==> config.mk <==
export PLATFORM = sky130hd
export DESIGN_NAME = sldr_receiver
export DESIGN_NICKNAME = d
export VERILOG_FILES = /design/src/sldr_pkg.sv /design/src/sldr_receiver.sv
export SDC_FILE = /design/constraint.sdc
export NUM_CORES = 1
export LEC_CHECK = 0
export ABC_AREA = 1
export BUFFER_PORTS_ARGS = -buffer_cell sky130_fd_sc_hd__clkbuf_2
export CORE_UTILIZATION = 50
export CTS_BUF_LIST = sky130_fd_sc_hd__clkbuf_2 sky130_fd_sc_hd__clkbuf_4 sky130_fd_sc_hd__clkbuf_8
export CTS_CLUSTER_DIAMETER = 150
export DETAILED_ROUTE_END_ITERATION = 10
export PLACE_DENSITY_LB_ADDON = 0.05
export SYNTH_ARGS = -nofsm -noshare
export SYNTH_HDL_FRONTEND = slang
export SYNTH_SLANG_ARGS = --single-unit
==> constraint.sdc <==
create_clock -name ref_clk -period 7.3 [get_ports ref_clk]
set_input_delay 0.73 -clock ref_clk [delete_from_list [all_inputs] [get_ports ref_clk]]
set_output_delay 0.73 -clock ref_clk [all_outputs]
set_load 0.03 [all_outputs]
==> src/sldr_pkg.sv <==
package sldr_pkg;
   // Channel and duty geometry.
   localparam int CHANNELS = 9;
   localparam int DUTY_W = 7;
   localparam logic [6:0] PWM_TOP = 7'h7F;
   localparam logic [6:0] DUTY_RESET = 7'h00;
   // Input filter: a level must persist this many clocks to be believed.
   localparam logic [1:0] GLITCH_CYCLES = 2'h2;
   // Clock and PWM timing; one PWM step is the 3 ms gap split into 128 steps.
   localparam int CLK_PERIOD_NS = 5;
   localparam int FRAME_GAP_US = 3000;
   localparam int PWM_STEPS_PER_GAP = 128;
   localparam int PWM_TICK_CYCLES = FRAME_GAP_US * 1000 / CLK_PERIOD_NS / PWM_STEPS_PER_GAP;
   // Line timing: frame ends after this many symbols with no edge.
   localparam logic [2:0] IDLE_END_SYMBOLS = 3'h4;
   localparam logic [10:0] MIN_SYMBOL = 11'h004;
   // Command bytes (decoded original byte values).
   localparam logic [7:0] CMD_ALL = 8'h20;
   localparam logic [7:0] CMD_SPECIAL = 8'h60;
   localparam int ADDR_LSB = 1;
   localparam int DUTY_LSB = 1;

   typedef enum logic [1:0] {
      PH_IDLE = 2'b00,
      PH_LEARN = 2'b01,
      PH_RECV = 2'b10
   } sldr_phase_t;

   // Three-level address pin, resolved outside to a code 0..2.
   typedef struct packed {
      logic [1:0] pin2;
      logic [1:0] pin1;
      logic [1:0] pin0;
   } sldr_id_pins_t;

   typedef struct packed {
      logic filt;
      logic [1:0] glitch;
      sldr_phase_t phase;
      logic [10:0] period;
      logic [10:0] cnt;
      logic [13:0] gap;
      logic [15:0] shift;
      logic [3:0] nbits;
      logic [3:0] nbytes;
      logic [3:0] chan;
      logic all_mode;
      logic special;
      logic frame_err;
      logic [5:0] my_id;
      logic id_valid;
      logic [CHANNELS-1:0][DUTY_W-1:0] shadow;
      logic [CHANNELS-1:0] written;
      logic [CHANNELS-1:0][DUTY_W-1:0] duty;
      logic pending;
      logic [12:0] tick;
      logic [6:0] pwm;
      logic [CHANNELS-1:0] led_on;
   } sldr_state_t;
endpackage

==> src/sldr_receiver.sv <==
`timescale 1ns/100ps
`default_nettype none
module sldr_receiver #(
   parameter logic [12:0] PWM_TICK = 13'(sldr_pkg::PWM_TICK_CYCLES)
) (
   // Clock and reset.
   input wire logic ref_clk,
   input wire logic rst,
   // Serial line and supervision inputs.
   input wire logic data_in,
   input wire logic power_good,
   input wire logic thermal_shutdown,
   input wire sldr_pkg::sldr_id_pins_t id_pins,
   // LED drive, high turns the channel's current sink on.
   output logic [sldr_pkg::CHANNELS-1:0] led_on
);
   import sldr_pkg::*;

   sldr_state_t s;
   sldr_state_t next_s;
   logic [CHANNELS-1:0] next_led;

   // Decodes sixteen line symbols into a byte; a pair of equal symbols is an error.
   function automatic logic [8:0] decode_pairs(input logic [15:0] sym);
      logic [8:0] r;
      r = 9'h000;
      for (int b = 0; b < 8; b++) begin
         r[b] = sym[2*b+1];
         if (sym[2*b+1] == sym[2*b]) begin
            r[8] = 1'b1;
         end
      end
      return r;
   endfunction

   // Per channel PWM comparison, forced off in thermal shutdown.
   generate
      for (genvar i = 0; i < CHANNELS; i++) begin : g_chan
         assign next_led[i] = !thermal_shutdown && (s.pwm < s.duty[i]);
      end
   endgenerate

   // Next-state logic for the whole receiver.
   always_comb begin
      logic new_filt;
      logic edge_seen;
      logic take_sym;
      logic [8:0] dec;
      logic frame_end;
      logic pwm_wrap;
      next_s = s;
      new_filt = s.filt;
      edge_seen = 1'b0;
      take_sym = 1'b0;
      dec = 9'h000;
      frame_end = 1'b0;
      pwm_wrap = 1'b0;

      // Glitch filter: a new level must hold for two clocks.
      if (data_in != s.filt) begin
         next_s.glitch = s.glitch + 2'h1;
         if (s.glitch + 2'h1 >= GLITCH_CYCLES) begin
            new_filt = data_in;
            edge_seen = 1'b1;
            next_s.glitch = 2'h0;
         end
      end else begin
         next_s.glitch = 2'h0;
      end
      next_s.filt = new_filt;

      // Address pins are captured once power is good.
      if (power_good && !s.id_valid) begin
         next_s.id_valid = 1'b1;
         next_s.my_id = {id_pins.pin2, id_pins.pin1, id_pins.pin0};
      end

      // PWM step timer and 7-bit counter.
      if (s.tick >= PWM_TICK - 13'h0001) begin
         next_s.tick = 13'h0000;
         next_s.pwm = s.pwm + 7'h01;
         pwm_wrap = (s.pwm == PWM_TOP);
      end else begin
         next_s.tick = s.tick + 13'h0001;
      end

      unique case (s.phase)
         PH_IDLE: begin
            next_s.period = 11'h000;
            if (edge_seen && !new_filt) begin
               next_s.phase = PH_LEARN;
               next_s.cnt = 11'h000;
            end
         end
         PH_LEARN: begin
            // The first low pulse is one symbol long.
            next_s.cnt = s.cnt + 11'h001;
            if (edge_seen) begin
               if (s.cnt >= MIN_SYMBOL) begin
                  next_s.phase = PH_RECV;
                  next_s.period = s.cnt + 11'h001;
                  next_s.cnt = 11'h000;
                  next_s.gap = 14'h0000;
                  next_s.nbits = 4'h0;
                  next_s.nbytes = 4'h0;
                  next_s.frame_err = 1'b0;
                  next_s.all_mode = 1'b0;
                  next_s.special = 1'b0;
                  next_s.chan = 4'h0;
                  if (!s.pending) begin
                     next_s.written = '0;
                  end
               end else begin
                  next_s.phase = PH_IDLE;
               end
            end else if (&s.cnt) begin
               next_s.phase = PH_IDLE;
            end
         end
         PH_RECV: begin
            // Symbol clock resyncs on each edge and samples mid-symbol.
            next_s.cnt = edge_seen ? 11'h000 : s.cnt + 11'h001;
            if (!edge_seen && s.cnt + 11'h001 >= s.period) begin
               next_s.cnt = 11'h000;
            end
            next_s.gap = edge_seen ? 14'h0000 : s.gap + 14'h0001;
            take_sym = !edge_seen && (s.cnt == (s.period >> 1));
            if (take_sym) begin
               next_s.shift = {s.shift[14:0], s.filt};
               next_s.nbits = s.nbits + 4'h1;
               if (s.nbits == 4'hF) begin
                  dec = decode_pairs({s.shift[14:0], s.filt});
                  next_s.nbytes = (s.nbytes == 4'hF) ? s.nbytes : s.nbytes + 4'h1;
                  if (dec[8]) begin
                     next_s.frame_err = 1'b1;
                  end else if (s.nbytes == 4'h1) begin
                     next_s.all_mode = (dec[7:0] == CMD_ALL);
                     next_s.special = (dec[7:0] == CMD_SPECIAL);
                     next_s.chan = (dec[7:0] == CMD_SPECIAL) ? 4'h0 : dec[4:1];
                  end else if (s.nbytes >= 4'h2 && !s.pending) begin
                     for (int c = 0; c < CHANNELS; c++) begin
                        // All mode broadcasts, but a byte past the ninth is still dropped.
                        if ((s.all_mode && s.chan < 4'(CHANNELS))
                            || s.chan == 4'(c)) begin
                           next_s.shadow[c] = dec[DUTY_LSB +: DUTY_W];
                           next_s.written[c] = 1'b1;
                        end
                     end
                     next_s.chan = (s.chan == 4'hF) ? s.chan : s.chan + 4'h1;
                  end else if (s.nbytes == 4'h0 && dec[ADDR_LSB +: 6] != s.my_id) begin
                     next_s.frame_err = 1'b1;
                  end
               end
            end
            // Long silence closes the frame and forgets the period.
            if (s.gap >= 14'({s.period, 2'b00}) + 14'(IDLE_END_SYMBOLS) - 14'h0004) begin
               next_s.phase = PH_IDLE;
               frame_end = 1'b1;
            end
         end
         default: begin
            next_s.phase = PH_IDLE;
         end
      endcase

      // Accept a complete frame for this address unless one is already waiting or the count is at 127; a special frame must write all nine channels.
      if (frame_end && s.id_valid && !s.frame_err && !s.pending && s.nbytes >= 4'h3
          && s.pwm != PWM_TOP && !(s.special && !(&s.written))) begin
         next_s.pending = 1'b1;
      end

      // Apply waiting values at count zero; unwritten channels keep theirs.
      if (pwm_wrap && s.pending) begin
         for (int c = 0; c < CHANNELS; c++) begin
            if (s.written[c]) begin
               next_s.duty[c] = s.shadow[c];
            end
         end
         next_s.pending = 1'b0;
      end

      next_s.led_on = next_led;
   end

   // State register.
   always_ff @(posedge ref_clk or posedge rst) begin
      if (rst) begin
         s <= '0;
      end else begin
         s <= next_s;
      end
   end

   assign led_on = s.led_on;

   chk_shutdown_off: assert property (@(posedge ref_clk) disable iff (rst)
      thermal_shutdown |=> (led_on == '0))
      else $error("LED on during thermal shutdown");

   chk_id_gated: assert property (@(posedge ref_clk) disable iff (rst)
      !s.id_valid |-> !s.pending)
      else $error("Frame accepted before power good");

   chk_duty_at_zero: assert property (@(posedge ref_clk) disable iff (rst)
      (s.duty != $past(s.duty)) |-> (s.pwm == 7'h00 && $past(s.pending)))
      else $error("Duty changed away from count zero");

   chk_glitch_drop: assert property (@(posedge ref_clk) disable iff (rst)
      (data_in != s.filt && s.glitch == 2'h0) |=> $stable(s.filt))
      else $error("One clock pulse passed the filter");

   chk_held_chan: assert property (@(posedge ref_clk) disable iff (rst)
      (s.pending && !s.written[0]) ##1 !s.pending |-> $stable(s.duty[0]))
      else $error("Unwritten channel changed");

   chk_period_reset: assert property (@(posedge ref_clk) disable iff (rst)
      (s.phase == PH_RECV) ##1 (s.phase == PH_IDLE) |=> (s.period == 11'h000))
      else $error("Learned period kept after frame end");

   chk_no_late_accept: assert property (@(posedge ref_clk) disable iff (rst)
      (s.pwm == PWM_TOP && !s.pending) |=> !s.pending || $past(s.pwm) != PWM_TOP)
      else $error("Frame accepted at count 127");

   chk_led_follows: assert property (@(posedge ref_clk) disable iff (rst)
      (!thermal_shutdown && s.duty[1] == 7'h00) ##1 $stable(s.duty[1]) |-> !led_on[1])
      else $error("Zero duty channel lit");
endmodule
`default_nettype wire

# Yosys cells after proc, flatten, opt, wreduce, memory -nomap -nowiden
# Index checks and enable logic that the tools add are counted.
# classes
add_sub_neg	10
n_lt_le_gt_ge	17
n_eq_ne	56
muxes	72
bitwise_logic	2
n_reduce_logical	87
# op_table
op	count
10-bit AND reduction	9
36-bit 2-to-1 mux	2
9-bit 2-to-1 mux	8
7-bit AND reduction	10
7-bit less-than comparator	9
15-bit 2-to-1 mux	3
11-bit 2-to-1 mux	4
2-bit != test (second input constant)	21
1-bit 2-to-1 mux	33
11-bit one-hot mux with 3 select lines	1
15-bit one-hot mux with 2 select lines	1
14-bit one-hot mux with 2 select lines	1
1-bit logical AND	24
11-bit one-hot mux with 2 select lines	1
2-bit AND reduction	11
4-bit 2-to-1 mux	5
3-bit != test (second input constant)	6
9-bit one-hot mux with 2 select lines	1
4-bit by 3-bit equality test with 1-bit output (second input constant)	4
4-bit equality test (second input constant)	4
2-bit 2-to-1 mux	8
8-bit AND reduction	2
13-bit by 3-bit adder with 14-bit output (second input constant)	1
14-bit by 1-bit adder with 14-bit output (second input constant)	1
41 further kinds	74
# word_totals
regBits	243
out_inout_bits	9

# Depth between registers and ports, before layout
# depth
ltp_word	16
mapped_depth	16
ltp_nobuf	15

# Least setup slack after synthesis
# Ideal clock, no wire load.
# synth_path
path_kind	reg-to-reg
startpoint	reg s[217] (netlist name)
endpoint	reg s[217] (netlist name)
setup_time_ps	66
arrival_ps	2303
slack_ps	4931
stages_incl_launch_ff	16
period_less_slack_ps	2369
path_cell_list	dfrtp_1 -> ha_1 -> nand2_1 -> nor2_1 -> nand2_1 -> xor2_1 -> inv_1 -> ha_1 -> a21oi_1 -> o21ai_0 -> a21oi_1 -> nand4_1 -> nand2_1 -> clkbuf_1 -> nand2_1 -> nand2_1
# synth_between
elab_chain_len	5
word_cells_on_any_way	9
# synth_rtl
item	line_no	source
start: declaration	sldr_receiver.sv:19	sldr_state_t s;
start signal: assignment	sldr_receiver.sv:190	s <= next_s;
11-bit by 1-bit adder with 11-bit output	sldr_receiver.sv:97, sldr_receiver.sv:122, sldr_receiver.sv:123	
11-bit >= comparator	sldr_receiver.sv:123	if (!edge_seen && s.cnt + 11'h001 >= s.period) begin
1-bit logical AND	sldr_receiver.sv:123	
11-bit 2-to-1 mux	sldr_receiver.sv:123	
11-bit one-hot mux with 3 select lines (*)	sldr_receiver.sv:87	unique case (s.phase)
# Every way passes the cells marked *; elsewhere a longest branch is shown, timed or not. The select of a mux whose other input is x is not followed.
# A chain may end at the register's enable or synchronous reset.

# Final worst setup path
# layout_path
startpoint	reg s[10] (netlist name)
endpoint	reg s[39] (netlist name)
# layout_between
elab_chain_len	4
# layout_rtl
item	line_no	source
7-bit equality test	sldr_receiver.sv:82	pwm_wrap = (s.pwm == PWM_TOP);
1-bit 2-to-1 mux	sldr_receiver.sv:79	if (s.tick >= PWM_TICK - 13'h0001) begin
1-bit logical AND	sldr_receiver.sv:173	if (pwm_wrap && s.pending) begin
2-bit AND reduction (no source line)	n/a	
# Every way passes these cells.

==> summary.txt <==
Outcome
  – Status: finished, violations left
  – Failing checks: design-rule violations

Synthesis
  – Synth unique cells: 44
  – Gate Count Post-Synth: 1649
  – Dominant synthesized flop cell: dfrtp_1
  – Ys async rst share: 100%
  – Yosys warns: 0
  – Synthesized net count: 1757
  – Synth Area in Simple Gates: 22.5%
  – Synth Area in Adders: 9.06%
  – Largest family of logic cells by synthesized area: simple AND/OR/NAND/NOR gates
  – FF+latch count, synth: 243
  – Cell Area, Synth: 13400 um2
  – Compound-Gate Fraction of Synth Area: 11.2%
  – Register area share after synthesis: 45.4%
  – Synth Area per Inst: 8.12 um2
  – Mux contribution to synthesized area: 0.336%
  – Xor/xnor cell area share of the yosys netlist: 1.57%
  – EDFF count, synth: 0

Placement
  – Post-DP HPWL: 20300 um
  – Cell count after placement: 1948
  – Placement Cell Area: 13600 um2
  – Routability cong.: 0.867
  – Port bufs: 19

Flow run
  – Max-cap violations: 0

Critical path
  – CP max stage cell: nor2_1
  – Kind of critical path: reg2reg
  – Crit Reg-Reg Startpoint: s[10]
  – Worst R2R Setup Slack: 4.13 ns
  – Reg2reg end: s[39]
  – Worst EP arrival: 3.62 ns
  – Cell mode on critical path: nand3_1
  – Crit-path cells: ha_1, nand3_1, inv_1, nand3_1, nor2_1, nand4_1, o21ai_0
  – CP max stage delay: 0.86 ns
  – Critical path launch point type: flip-flop
  – Peak fanout along the critical path: 14
  – FF-to-FF path depth: 7
  – Critical Path RT: 7.75 ns
  – Setup crit end kind: flip-flop

Route
  – DR iter-0 viols: 728
  – Via count: 10500
  – Antenna Nets Post-Route: 0
  – Wire per inst: 14.7 um
  – Vias per cell: 5.16
  – # DRC: 6
  – DRT Pass-1 Iters: 8
  – Post-Route WL: 29800 um

Final layout
  – Sequential cell area: 6080 um2
  – Area Growth Syn to Fin: 8.97%
  – Share of layout cells above drive strength 1: 8.92%
  – FILL cells: 2503
  – Final std cells w/o fill: 2028
  – Nets: 1767
  – Area of the multi-input gates: 5990 um2
  – Final Instance Area: 14600 um2
  – Diode count: 0

Global route
  – First-pass GRT wire length: 51000 um
  – Overflow after GRT: 0
  – Initial antenna violation count: 0
  – Vias in the first global route: 10200
  – Largest net degree at the start of global routing: 178
  – Gr usage total: 22.8%

Timing
  – Relative slew slack: 27.1%
  – Worst Tran Pin Value: 1.09 ns
  – RSZ-0062 raised after global routing: false
  – Final Hold Viols: 0
  – Clock Skew: 0.0214 ns
  – Final period util: 43.5%
  – Clock period minus worst slack: 3.17 ns
  – TNS Setup: 0 ns
  – Final setup viols: 0
  – Final Slew Violations: 0
  – Fmax: 315 MHz

Power and ir drop
  – Leak: 7.10 nW
  – Max VDD drop: 0.201 mV
  – Pwr per Cell Area: 213 nW/um2

Clock network
  – Longest Clk Path Bufs: 3
  – Postcts setup bufs: 0
  – Hold buffers post-CTS: 0
  – CTS root buffer: clkbuf_8
  – Clk sink count: 243
  – H-tree level count: 2
  – Cts bufs inserted: 44
  – CTS resizes: 0
  – CTS clk-pin slew, worst paths: 0.06 ns
  – Clk_lat worst skew: 0.55 ns
  – CTS tree: done

Die
  – Core Rows: 59
  – Chip Width: 166 um
  – Top Ports: 20
  – Core area: 26200 um2
  – Initial Utilization: 51.1%
  – Die Area: 27400 um2
  – Chip Height: 166 um

Min path
  – Worst hold path type: in2async
## metrics by stage
| step | hold slack [ns] | total power, W | util [%] | setup WS (ns) |
|---|---|---|---|---|
| 3_5_place_dp | 0.466 | 0.00175 | 52.0 | 4.11 |
| 2_1_floorplan | 0.435 | 0.00165 | - | 3.38 |
| 4_1_cts | 0.234 | 0.00315 | 55.7 | 4.08 |
| 5_1_grt | 0.268 | 0.00325 | 55.7 | 3.79 |
| 3_3_place_gp | 0.466 | 0.00174 | 52.0 | 4.19 |
| 6_report | 0.235 | 0.00311 | 55.7 | 4.13 |
## registers in the layout, summed over array words and instances, names as in the netlist
name,count
s,234
led_on,9
## cells in the mapped netlist, drive strengths merged, types with 6 or more instances
cell type / number / area share [%]
a21oi: 74 / 2.8
buf: 30 / 1.7
clkbuf: 30 / 0.84
dfrtp: 243 / 45
ha: 97 / 9.1
inv: 259 / 7.3
nand2: 413 / 12
nand3: 78 / 3.8
nand4: 42 / 2.0
nor2: 98 / 3.0
nor3: 25 / 0.97
nor3b: 6 / 0.34
o21ai: 182 / 7.1
o22ai: 14 / 0.65
xor2: 19 / 1.2
## critical path: cells and delay by family, from the launching register on
| family | cells | cell delay (ns) |
|---|---|---|
| DFF | 1 | 0.72 |
| AOI/OAI and AO/OA | 1 | 0.34 |
| buffers and inverters | 1 | 0.10 |
| and+or+nand+nor | 4 | 1.63 |
| adders and majority gates | 1 | 0.28 |
## cells in the final DEF (no fill, tap or decap), drive strengths merged, types with 4 or more instances in the layout
master | synthesis | layout
a21oi | 74 | 74
and3 | 4 | 4
buf | 30 | 5
clkbuf | 30 | 91
clkinv | 2 | 8
dfrtp | 243 | 243
ha | 97 | 97
inv | 259 | 259
mux2 | 4 | 4
nand2 | 413 | 413
nand3 | 78 | 78
nand3b | 5 | 5
nand4 | 42 | 42
nor2 | 98 | 98
nor3 | 25 | 25
nor3b | 6 | 6
nor4 | 5 | 5
o211ai | 5 | 5
o21ai | 182 | 182
o22ai | 14 | 14
o31ai | 4 | 4
xnor2 | 5 | 5
xor2 | 19 | 19
## power by group
part           switching [W]  total (W)  internal, W
logic               0.000251   0.000338    0.0000864
registers          0.0000180    0.00138      0.00136
clock network       0.000566    0.00139     0.000823
total               0.000835    0.00311      0.00227
## routing by layer
metal	GRT usage [%]	vias to the layer above	routed length (um)
met2	39.0	151	13900
li1	-	5357	-
met3	3.06	59	884
met1	30.3	4890	14400
met4	6.22	0	616
met5	0	-	0
## cells by family (layout without fill, tap and decap cells)
kind of cell	after synthesis	count (layout)
other	1	1
AOI/OAI and AO/OA	282	282
and+or+nand+nor	677	677
buffers and inverters	321	365
DFF	243	243
muxes	4	4
adders and majority gates	97	97
xor gates and xnor gates	24	24
## worst max path at each step
stage / from / to / slack [ns] / depth (start not counted)
final: s[10] / s[39] / 4.13 / 7
after detailed placement: s[10] / s[48] / 4.11 / 7
after CTS: s[10] / s[56] / 4.08 / 7
after global placement: s[10] / s[47] / 4.19 / 7
after floorplan: rst / led_on[0] / 3.38 / 1
after global routing: s[10] / s[36] / 3.79 / 7
## cell type report
class	instances	area share, %
tap	335	2.87
inverter	261	6.75
sequential	243	41.7
clock inverter	8	0.471
timing repair buffer	24	0.994
clock buffer	72	6.23
multi-input combinational	1085	41.0
(Power assumes the default switching activity.)
